## config.mk

```make
export PLATFORM = sky130hd
export DESIGN_NAME = ddr_cmd_front
export DESIGN_NICKNAME = d
export VERILOG_FILES = /design/src/rtl/ddr_cmd_pkg.sv /design/src/rtl/ddr_cmd_front.sv
export SDC_FILE = /design/constraint.sdc
export NUM_CORES = 1
export LEC_CHECK = 0
export BUFFER_PORTS_ARGS = -buffer_cell sky130_fd_sc_hd__buf_2
export CAP_MARGIN = 15
export CELL_PAD_IN_SITES_DETAIL_PLACEMENT = 1
export CELL_PAD_IN_SITES_GLOBAL_PLACEMENT = 2
export CORE_UTILIZATION = 34
export DETAILED_ROUTE_END_ITERATION = 12
export PLACE_DENSITY = 0.9
export SLEW_MARGIN = 20
export SYNTH_ARGS = -nofsm -noshare
export SYNTH_HDL_FRONTEND = slang
export SYNTH_SLANG_ARGS = --single-unit
```

## constraint.sdc

```tcl
create_clock -name i_mclk -period 2.9 [get_ports i_mclk]
set_input_delay 0.29 -clock i_mclk [delete_from_list [all_inputs] [get_ports i_mclk]]
set_output_delay 0.29 -clock i_mclk [all_outputs]
set_load 0.03 [all_outputs]
```

## src/rtl/ddr_cmd_pkg.sv

```systemverilog
`timescale 1ns/1ns
`default_nettype none

package ddr_cmd_pkg;
    localparam int unsigned N_BANKS = 4;
    localparam int unsigned BANK_W  = 2;
    localparam int unsigned ROW_W   = 13;
    localparam int unsigned COL_W   = 9;
    localparam int unsigned DQ_W    = 16;
    localparam int unsigned MASK_W  = 2;
    localparam int unsigned ADDR_W  = BANK_W + ROW_W + COL_W;
    localparam int unsigned AP_BIT  = 10;

    // command code is {ras_n, cas_n, we_n}
    localparam logic [2:0] CMD_MODE      = 3'h0;
    localparam logic [2:0] CMD_REFRESH   = 3'h1;
    localparam logic [2:0] CMD_PRECHARGE = 3'h2;
    localparam logic [2:0] CMD_ROW_OPEN  = 3'h3;
    localparam logic [2:0] CMD_WRITE     = 3'h4;
    localparam logic [2:0] CMD_READ      = 3'h5;

    // mode and extended mode fields
    localparam logic [1:0] BANK_MODE     = 2'h0;
    localparam logic [1:0] BANK_EXT_MODE = 2'h1;
    localparam int unsigned MR_BL_LSB    = 0;
    localparam int unsigned MR_BT_BIT    = 3;
    localparam int unsigned MR_CL_LSB    = 4;
    localparam int unsigned EMR_DLL_BIT  = 0;
    localparam logic [2:0] BL_CODE_4     = 3'h2;
    localparam logic [2:0] BL_CODE_8     = 3'h3;
    localparam logic [2:0] CL_CODE_25    = 3'h6;
    localparam logic [2:0] CL_CODE_3     = 3'h3;
    localparam logic [3:0] BL_LEN_2      = 4'h2;
    localparam logic [3:0] BL_LEN_4      = 4'h4;
    localparam logic [3:0] BL_LEN_8      = 4'h8;
    localparam logic [2:0] BEAT_STEP     = 3'h2;

    typedef enum logic [1:0] {
        BURST_IDLE  = 2'b00,
        BURST_READ  = 2'b01,
        BURST_WRITE = 2'b10
    } burst_e;

    typedef enum logic [1:0] {
        PM_ACTIVE       = 2'b00,
        PM_SUSPEND      = 2'b01,
        PM_POWER_DOWN   = 2'b10,
        PM_SELF_REFRESH = 2'b11
    } power_e;

    typedef struct packed {
        logic              cs_n;
        logic              ras_n;
        logic              cas_n;
        logic              we_n;
        logic [BANK_W-1:0] bank_select;
        logic [ROW_W-1:0]  row_column_address_bus;
    } cmd_s;

    typedef struct packed {
        logic [DQ_W-1:0] rise;
        logic [DQ_W-1:0] fall;
    } pair_s;

    typedef struct packed {
        pair_s             data;
        logic [MASK_W-1:0] write_byte_mask_rise;
        logic [MASK_W-1:0] write_byte_mask_fall;
    } wr_in_s;

    typedef struct packed {
        logic              rd;
        logic              wr;
        logic [ADDR_W-1:0] addr_rise;
        logic [ADDR_W-1:0] addr_fall;
        pair_s             wdata;
        logic [MASK_W-1:0] wen_rise;
        logic [MASK_W-1:0] wen_fall;
    } arr_req_s;

    typedef struct packed {
        logic  valid;
        pair_s data;
    } rd_out_s;

    typedef struct packed {
        logic                           cke_prev;
        power_e                         pm;
        logic [N_BANKS-1:0]             bank_open;
        logic [N_BANKS-1:0][ROW_W-1:0]  open_row;
        logic [2:0]                     bl_code;
        logic                           interleave;
        logic [2:0]                     cl_code;
        logic                           dll_en;
        burst_e                         burst;
        logic [BANK_W-1:0]              bbank;
        logic [ROW_W-1:0]               brow;
        logic [COL_W-1:0]               bcol;
        logic [2:0]                     beat;
        logic                           bap;
        arr_req_s                       arr;
        logic                           rd1_v;
        pair_s                          rd1;
        logic                           prev_v;
        logic [DQ_W-1:0]                prev_fall;
        rd_out_s                        rd;
    } state_s;

    // zero codes read as burst of 2, sequential, latency 2, loop off
    localparam state_s ST_RESET = '0;
endpackage : ddr_cmd_pkg

module burst_addr_gen
    import ddr_cmd_pkg::*;
(
    // burst setup
    input  wire logic [COL_W-1:0] i_start_col,
    input  wire logic [2:0]       i_beat,
    input  wire logic [3:0]       i_burst_len,
    input  wire logic             i_interleave,
    // word column
    output logic      [COL_W-1:0] o_col
);
    logic [2:0] wrap_mask;
    logic [2:0] low;

    always_comb begin
        wrap_mask = 3'(i_burst_len - 4'h1);
        // wrap inside the burst-aligned block, never carry upward
        if (i_interleave) begin
            low = i_start_col[2:0] ^ i_beat;
        end else begin
            low = i_start_col[2:0] + i_beat;
        end
        o_col = {i_start_col[COL_W-1:3],
                 (i_start_col[2:0] & ~wrap_mask) | (low & wrap_mask)};
    end
endmodule : burst_addr_gen

`default_nettype wire

```

## src/rtl/ddr_cmd_front.sv

```systemverilog
`timescale 1ns/1ns
`default_nettype none

module ddr_cmd_front
    import ddr_cmd_pkg::*;
(
    // clock and reset
    input  wire logic               i_mclk,
    input  wire logic               i_reset_n,
    // command and address pins
    input  wire logic               i_cke,
    input  wire cmd_s               i_cmd,
    // write data with byte masks
    input  wire wr_in_s             i_wr,
    // storage array answer
    input  wire pair_s              i_arr_rdata,
    // storage array request
    output arr_req_s                o_arr,
    // read data, one word per clock phase
    output rd_out_s                 o_rd,
    // status
    output logic [N_BANKS-1:0]      o_bank_open,
    output logic                    o_dll_enable,
    output logic                    o_clock_suspended,
    output logic                    o_power_down,
    output logic                    o_self_refresh
);
    state_s             st_reg;
    state_s             st_next;
    logic [2:0]         cmd_code;
    logic               cmd_valid;
    logic               live;
    logic [3:0]         bl_len;
    logic               last_pair;
    logic [COL_W-1:0]   col_rise;
    logic [COL_W-1:0]   col_fall;
    logic               src_v;
    pair_s              src;
    logic [2:0]         beat_fall;

    assign cmd_code  = {i_cmd.ras_n, i_cmd.cas_n, i_cmd.we_n};
    assign cmd_valid = !i_cmd.cs_n;
    // clock acts at this edge only if enable was high one edge earlier
    assign live      = st_reg.cke_prev;
    assign beat_fall = st_reg.beat + 3'h1;

    always_comb begin
        case (st_reg.bl_code)
            BL_CODE_4: bl_len = BL_LEN_4;
            BL_CODE_8: bl_len = BL_LEN_8;
            default:   bl_len = BL_LEN_2;
        endcase
        last_pair = ({1'b0, st_reg.beat} + 4'(BEAT_STEP)) >= bl_len;
    end

    burst_addr_gen u_col_rise (
        .i_start_col  (st_reg.bcol),
        .i_beat       (st_reg.beat),
        .i_burst_len  (bl_len),
        .i_interleave (st_reg.interleave),
        .o_col        (col_rise)
    );

    burst_addr_gen u_col_fall (
        .i_start_col  (st_reg.bcol),
        .i_beat       (beat_fall),
        .i_burst_len  (bl_len),
        .i_interleave (st_reg.interleave),
        .o_col        (col_fall)
    );

    // latency 3 adds one stage; 2 and 2.5 take array data directly
    always_comb begin
        if (st_reg.cl_code == CL_CODE_3) begin
            src_v = st_reg.rd1_v;
            src   = st_reg.rd1;
        end else begin
            src_v = st_reg.arr.rd;
            src   = i_arr_rdata;
        end
    end

    always_comb begin
        st_next          = st_reg;
        st_next.cke_prev = i_cke;
        st_next.arr.rd   = 1'b0;
        st_next.arr.wr   = 1'b0;
        if (live) begin
            // burst engine: two words per clock, one per phase
            if (st_reg.burst != BURST_IDLE) begin
                st_next.arr.rd    = (st_reg.burst == BURST_READ);
                st_next.arr.wr    = (st_reg.burst == BURST_WRITE);
                st_next.arr.addr_rise = {st_reg.bbank, st_reg.brow,
                                         col_rise};
                st_next.arr.addr_fall = {st_reg.bbank, st_reg.brow,
                                         col_fall};
                st_next.arr.wdata = i_wr.data;
                // masked bytes carry no enable, same cycle as data
                st_next.arr.wen_rise = ~i_wr.write_byte_mask_rise;
                st_next.arr.wen_fall = ~i_wr.write_byte_mask_fall;
                st_next.beat = st_reg.beat + BEAT_STEP;
                if (last_pair) begin
                    st_next.burst = BURST_IDLE;
                    st_next.beat  = 3'h0;
                    if (st_reg.bap) begin
                        st_next.bank_open[st_reg.bbank] = 1'b0;
                    end
                end
            end
            // read return pipeline
            st_next.rd1_v = st_reg.arr.rd;
            st_next.rd1   = i_arr_rdata;
            if (st_reg.cl_code == CL_CODE_25) begin
                // half clock: fall word of one pair leads the next rise
                st_next.rd.valid     = src_v | st_reg.prev_v;
                st_next.rd.data.rise = st_reg.prev_fall;
                st_next.rd.data.fall = src.rise;
                st_next.prev_fall    = src.fall;
                st_next.prev_v       = src_v;
            end else begin
                st_next.rd.valid = src_v;
                st_next.rd.data  = src;
                st_next.prev_v   = 1'b0;
            end
            // command decoder
            if (cmd_valid) begin
                case (cmd_code)
                    CMD_ROW_OPEN: begin
                        st_next.bank_open[i_cmd.bank_select] = 1'b1;
                        st_next.open_row[i_cmd.bank_select] =
                            i_cmd.row_column_address_bus;
                    end
                    CMD_PRECHARGE: begin
                        if (i_cmd.row_column_address_bus[AP_BIT]) begin
                            st_next.bank_open = '0;
                        end else begin
                            st_next.bank_open[i_cmd.bank_select] = 1'b0;
                        end
                    end
                    CMD_READ, CMD_WRITE: begin
                        st_next.burst = (cmd_code == CMD_READ) ?
                                        BURST_READ : BURST_WRITE;
                        st_next.bbank = i_cmd.bank_select;
                        st_next.brow  = st_reg.open_row[i_cmd.bank_select];
                        st_next.bcol  =
                            i_cmd.row_column_address_bus[COL_W-1:0];
                        st_next.bap   =
                            i_cmd.row_column_address_bus[AP_BIT];
                        st_next.beat  = 3'h0;
                    end
                    CMD_MODE: begin
                        if (i_cmd.bank_select == BANK_MODE) begin
                            st_next.bl_code = i_cmd.row_column_address_bus
                                              [MR_BL_LSB +: 3];
                            st_next.interleave = i_cmd.row_column_address_bus
                                                 [MR_BT_BIT];
                            st_next.cl_code = i_cmd.row_column_address_bus
                                              [MR_CL_LSB +: 3];
                        end else if (i_cmd.bank_select == BANK_EXT_MODE) begin
                            // extended_mode_load: bit set turns loop off
                            st_next.dll_en = !i_cmd.row_column_address_bus
                                             [EMR_DLL_BIT];
                        end
                    end
                    default: begin
                    end
                endcase
            end
            // enable dropping: low-power only with every bank idle
            if (!i_cke) begin
                if (st_reg.bank_open == '0 &&
                    st_next.bank_open == '0 &&
                    st_next.burst == BURST_IDLE) begin
                    st_next.pm = (cmd_valid && cmd_code == CMD_REFRESH) ?
                                 PM_SELF_REFRESH : PM_POWER_DOWN;
                end else begin
                    st_next.pm = PM_SUSPEND;
                end
            end else begin
                st_next.pm = PM_ACTIVE;
            end
        end else if (i_cke) begin
            // state frozen this edge; clock resumes on the next one
            st_next.pm = PM_ACTIVE;
        end
    end

    // single edge: nothing is sampled on the falling phase
    always_ff @(posedge i_mclk) begin
        if (!i_reset_n) begin
            st_reg <= ST_RESET;
        end else begin
            st_reg <= st_next;
        end
    end

    assign o_arr             = st_reg.arr;
    assign o_rd              = st_reg.rd;
    assign o_bank_open       = st_reg.bank_open;
    assign o_dll_enable      = st_reg.dll_en;
    assign o_clock_suspended = (st_reg.pm == PM_SUSPEND);
    assign o_power_down      = (st_reg.pm == PM_POWER_DOWN);
    assign o_self_refresh    = (st_reg.pm == PM_SELF_REFRESH);
endmodule : ddr_cmd_front

`default_nettype wire

```

* Yosys cells after proc, flatten, opt, wreduce, memory -nomap -nowiden
Cells that the tools add are included.
** Storage, ports and cells
- Register bits :: 266
- Input port bits :: 90
- Output and inout port bits :: 127
- Word-level logic and storage cells :: 144
** Cells by class
- Add/sub/neg operators :: 6
- $lt $le $gt $ge :: 5
- Equal/unequal tests :: 22
- Multiplexer cells :: 40
- Bitwise logic cells :: 16
- Reductions and logical operators :: 22
** Operator list (count)
- $mux 94 :: 2
- $bwmux 52 :: 1
- $mux 52 :: 1
- $mux 33 :: 1
- $mux 32 :: 1
- $mux 30 :: 1
- $bmux 13 s2 :: 1
- $demux 13 s2 :: 1
- $mux 13 :: 2
- $mux 4 :: 5
- $pmux 4 s2 :: 2
- $eq 3x2->1 const B :: 5
- $mux 2 :: 7
- $mux 3 :: 4
- $ne 2x1->1 const B :: 5
- $and 3x3->3 :: 3
- $eq 3x3->1 const B :: 3
- $reduce_and 3->1 :: 3
- $and 4x4->4 :: 2
- $logic_not 4->1 :: 2
- $mux 8 :: 1
- $not 4->4 :: 2
- $mux 1 :: 7
- $mux 7 :: 1
- 28 further kinds :: 48

* Longest topological paths before layout
- Depth after elaboration :: 21
- Gate-level depth with buffers :: 9

* By module
Synthesis repeated with hierarchy kept, for this count alone.
** Second synthesis, totals
- Cell total of the unflattened synthesis :: 1349
- Area total of the unflattened synthesis :: 12157.9 um^2
** By module, submodules not included
- ddr_cmd_front :: instances 1, cells each 1299, area each 11772.5 um^2, seq. area each 5024.8 um^2
- burst_addr_gen :: instances 2, cells each 25, area each 192.7 um^2, seq. area each 0.0 um^2

* Least setup slack after synthesis
OpenSTA, ideal clock, no wires.
- Kind :: reg-to-reg
- Start point :: reg st_reg[205] (netlist bit)
- End point :: reg st_reg[264] (netlist bit)
- Setup time :: 0.117 ns
- Data arrival time :: 2.079 ns
- Data required time :: 2.783 ns
- Path slack :: 0.703 ns
- Cell stages (with the launch flop) :: 10
- Clock period less this slack :: 2.197 ns
- Cells stage by stage :: dfxtp_1 -> nor2b_1 -> nand2_1 -> ha_1 -> nand2_1 -> a21oi_1 -> a211o_1 -> a41o_1 -> a22o_1 -> a32o_1
** On the way
- Longest elaborated chain between the ends :: 17
- Elaborated cells between the ends (all ways) :: 23
- Those cells by class :: 1 x order compare; 2 x eq/ne; 14 x mux; 2 x bitwise; 4 x reduce/logical
** RTL lines
- from (decl) :: line ddr_cmd_front.sv:28 : state_s st_reg;
- from (signal assigned) :: line ddr_cmd_front.sv:193 : st_reg <= st_next;
- $eq 3x2->1 :: line ddr_cmd_front.sv:48 : case (st_reg.bl_code)
- $pmux 4 s2 * :: line ddr_cmd_front.sv:48
- $ge 4x4->1 * :: line ddr_cmd_front.sv:53 : last_pair = ({1'b0, st_reg.beat} + 4'(BEAT_STEP)) >= bl_len;
- $mux 4 :: line ddr_cmd_front.sv:102 : if (last_pair) begin
- $mux 4 :: line ddr_cmd_front.sv:90 : if (st_reg.burst != BURST_IDLE) begin
- $mux 4 :: line ddr_cmd_front.sv:88 : if (live) begin
- $and 4x4->4 (no source line)
- $mux 4 :: line ddr_cmd_front.sv:134 : if (i_cmd.row_column_address_bus[AP_BIT]) begin
- $pmux 4 s2 :: line ddr_cmd_front.sv:127 : case (cmd_code)
- $mux 94 * :: line ddr_cmd_front.sv:126 : if (cmd_valid) begin
- $mux 94 * :: line ddr_cmd_front.sv:88
- $logic_not 4->1 :: line ddr_cmd_front.sv:172 : st_next.bank_open == '0 &&
- $logic_and 1x1->1 :: line ddr_cmd_front.sv:171 : if (st_reg.bank_open == '0 &&
- $logic_and 1x1->1 * :: line ddr_cmd_front.sv:172
- $mux 2 * :: line ddr_cmd_front.sv:171
- $mux 2 * :: line ddr_cmd_front.sv:170 : if (!i_cke) begin
- $mux 2 * :: line ddr_cmd_front.sv:88
Every way passes the cells marked *; elsewhere a longest branch is shown, timed or not. The select of a mux whose other input is x is not followed.
A chain may end at the register's enable or synchronous reset.

* Final worst setup path
Same ends and word-level chain as after synthesis.

==> results.md <==
- Status: complete, no violations
- Mapped Cells: 1,275
- Die X: 187 µm
- Simple-Gate Fraction of Synth Area: 18.6%
- CP Capture Type: flip-flop
- Ys async rst share: 0%
- Utilization after layout: 39.7%
- Die ar.: 34,900 µm²
- Number of flip-flops in the largest register: 141
- Slew margin rel.: 49.7%
- Worst vdd ir: 423 µV
- Max-cap violation count: 0
- Cell Count Post-Placement: 1,754
- Cell area after synthesis: 11,600 µm²
- Final clock skew: 0.0157 ns
- Critical path's top delay family: compound AO/OA/AOI/OAI gates
- Routability cong.: 0.798
- DR iter-0 viols: 327
- Synth unique cells: 55
- Crit path arrival time: 2.77 ns
- DR vias/cell: 4.79
- Final Max Tran Viols: 0
- Clock-pin slew on the worst setup and hold paths: 0.06 ns
- Setup violators final: 0
- Crit path largest cell delay: 0.36 ns
- Critical path class: reg -> reg
- Insertion delay to the later sink of the worst-skew pair: 0.54 ns
- Top post-synthesis cells by area: dfxtp_1 42%, mux2i_1 12%, nand2_1 9.4%
- Yosys warns: 0
- CTS max path bufs: 3
- Detail Placement HPWL: 20.2 mm
- Worst Setup Start Kind: flip-flop
- DR top layer: met5
- Die height: 187 µm
- Net count, final: 1,464
- Main combinational cell family by area after synthesis: simple AND/OR/NAND/NOR gates
- WP data required: 3.33 ns
- Residual DRC: 0
- Power Density: 547 nW/µm²
- Total GRT Usage: 17.0%
- Area of the multi-input gates: 5460 µm²
- FF+latch count, synth: 245
- Buf/Inv on CP: 1
- Most frequent cells in the layout: 291 x nand2_1, 244 x dfxtp_1, 215 x buf_2
- WL per Instance: 16.4 µm
- Largest net degree at the start of global routing: 81
- Syn_nets: 1,376
- RSZ-0062 raised after global routing: no
- TritonCTS clock tree: built
- CTS H-tree depth: 1
- Seq/Total Area, Yosys: 42.2%
- Pre-CTS worst setup slack: 0.575 ns
- Fmax: 0.428 GHz
- Critical path's slowest cell: a211o_1
- Register area: 4910 µm²
- Starting Density: 34.6%
- CP Cell Sequence: nor2b_1, buf_4, nand2_1, ha_1, nand2_1, a21oi_1, a211o_1, a31oi_1, nor4_1, a32o_1
- Final hold vios: 0
- Floorplan row count: 67
- Syn avg cell area: 9.12 µm²
- Initial antenna violation count: 6
- Sink Count: 245
- Postcts setup bufs: 0
- Vias in the first global route: 9,093
- Yosys top cell by area: dfxtp_1
- WL final: 30.0 mm
- Crit Path Max Fanout: 7
- Pleak: 5.62 nW
- Post-Synth XOR/XNOR Area: 0.226%
- Met1 WL: 12.9 mm
- Hold Path Class: in -> reg
- Top cell type's share of synthesized area: 42.2%
- Compound-Gate Fraction of Synth Area: 12.3%
- Post-synth top flop: dfxtp_1
- CP Launch Point: st_reg[205]
- IO buf count: 216
- Inserted Clock Buffers: 29
- Fin worst setup slack: 0.561 ns
- Core Area: 33,600 µm²
- Mux cell area share after synthesis: 14.3%
- Worst-Margin Slew: 0.754 ns
- Commonest non-fill, non-tap cell in the layout: nand2_1
- Hold_buf cts: 26
- Area Growth Syn to Fin: 14.8%
- Post-route minimum period: 2.34 ns
- Number of enable flip-flop cells after synthesis: 0
- Hold_ws: 0.0157 ns
- ANT nets after route: 0
- Gates resized, CTS repair: 0
- Adder-cell share of the synthesized area: 1.31%
- Hold_sp: i_wr[33]
- Met2 wire len: 14.6 mm
- Post-Layout Cell Count: 1,833
- Drt pass-1 iters: 5
- Setup TNS: 0 ns
- Fill count: 3,895
- Via Count: 8,782
- Met3 routed WL: 1.93 mm
- IO Pins: 217
- Most frequent CP cell: nand2_1
- Reg2reg start: st_reg[205]
- Ratio of final minimum period to clock period: 80.6%
- First-pass GRT wire length: 48.6 mm
- Congestion Overflow GR: 0
- CTS root buffer: clkbuf_16
- Share of cells above drive strength 1: 22.1%
cell type report:
cell class | instances | share of cell area, %
inverter | 6 | 0.169
multi-input combinational | 821 | 40.9
tap | 448 | 4.20
antenna | 2 | 0.0375
clock inverter | 11 | 0.459
clock buffer | 40 | 6.05
timing repair buffer | 260 | 11.4
sequential | 245 | 36.8
cells in the mapped netlist (13+ instances only):
cell,count
dfxtp_1,245
buf_4,125
a21boi_0,98
a21boi_1,21
nand2_1,291
o21ai_0,24
nor2b_1,108
o211a_1,22
mux2i_1,137
nor2_1,16
mux4_2,13
clkbuf_1,55
buf_2,18
where the power goes:
part           leakage (nW)  total, W  internal (W)  switching [W]
clock                 0.434   0.00333       0.00193        0.00140
sequential             1.98   0.00345       0.00342      0.0000347
combinational          3.21  0.000512      0.000225       0.000287
worst register-to-register path, cell delays in order (launching register included):
cell and delay, ns:
dfxtp_1 0.33, nor2b_1 0.14, buf_4 0.15, nand2_1 0.11, ha_1 0.34, nand2_1 0.08
a21oi_1 0.05, a211o_1 0.36, a31oi_1 0.33, nor4_1 0.13, a32o_1 0.22
final timing paths:
check | end | slack (ns) | cells past startpoint
hold reg to reg | st_reg[212] | 0.45 | 2
hold / removal | o_arr[33] | 0.02 | 3
setup reg to reg | st_reg[264] | 0.56 | 10
setup / recovery | st_reg[264] | 0.56 | 10
per-stage QoR:
stage	power, W	cell area [µm²]
after floorplan	0.00387	11600
after global placement	0.00401	12200
after detailed placement	0.00402	12200
after CTS	0.00741	13300
after global routing	0.00760	13300
final	0.00729	13300
metal layers:
layer,vias up,GRT usage (%)
met5,-,0
met4,8,3.97
met3,47,4.54
met2,193,30.3
met1,4230,20.2
li1,4304,-
cells by family (layout without fill, tap and decap cells):
group,after synthesis,count (layout)
other,0,2
flip-flops,245,245
adder cells (fa/ha/maj),11,11
XOR/XNOR,3,3
AND/OR/NAND/NOR,462,462
AO/OA/AOI/OAI,195,195
buffers and inverters,209,317
multiplexers,150,150
Power figures use the tool's default switching activity.
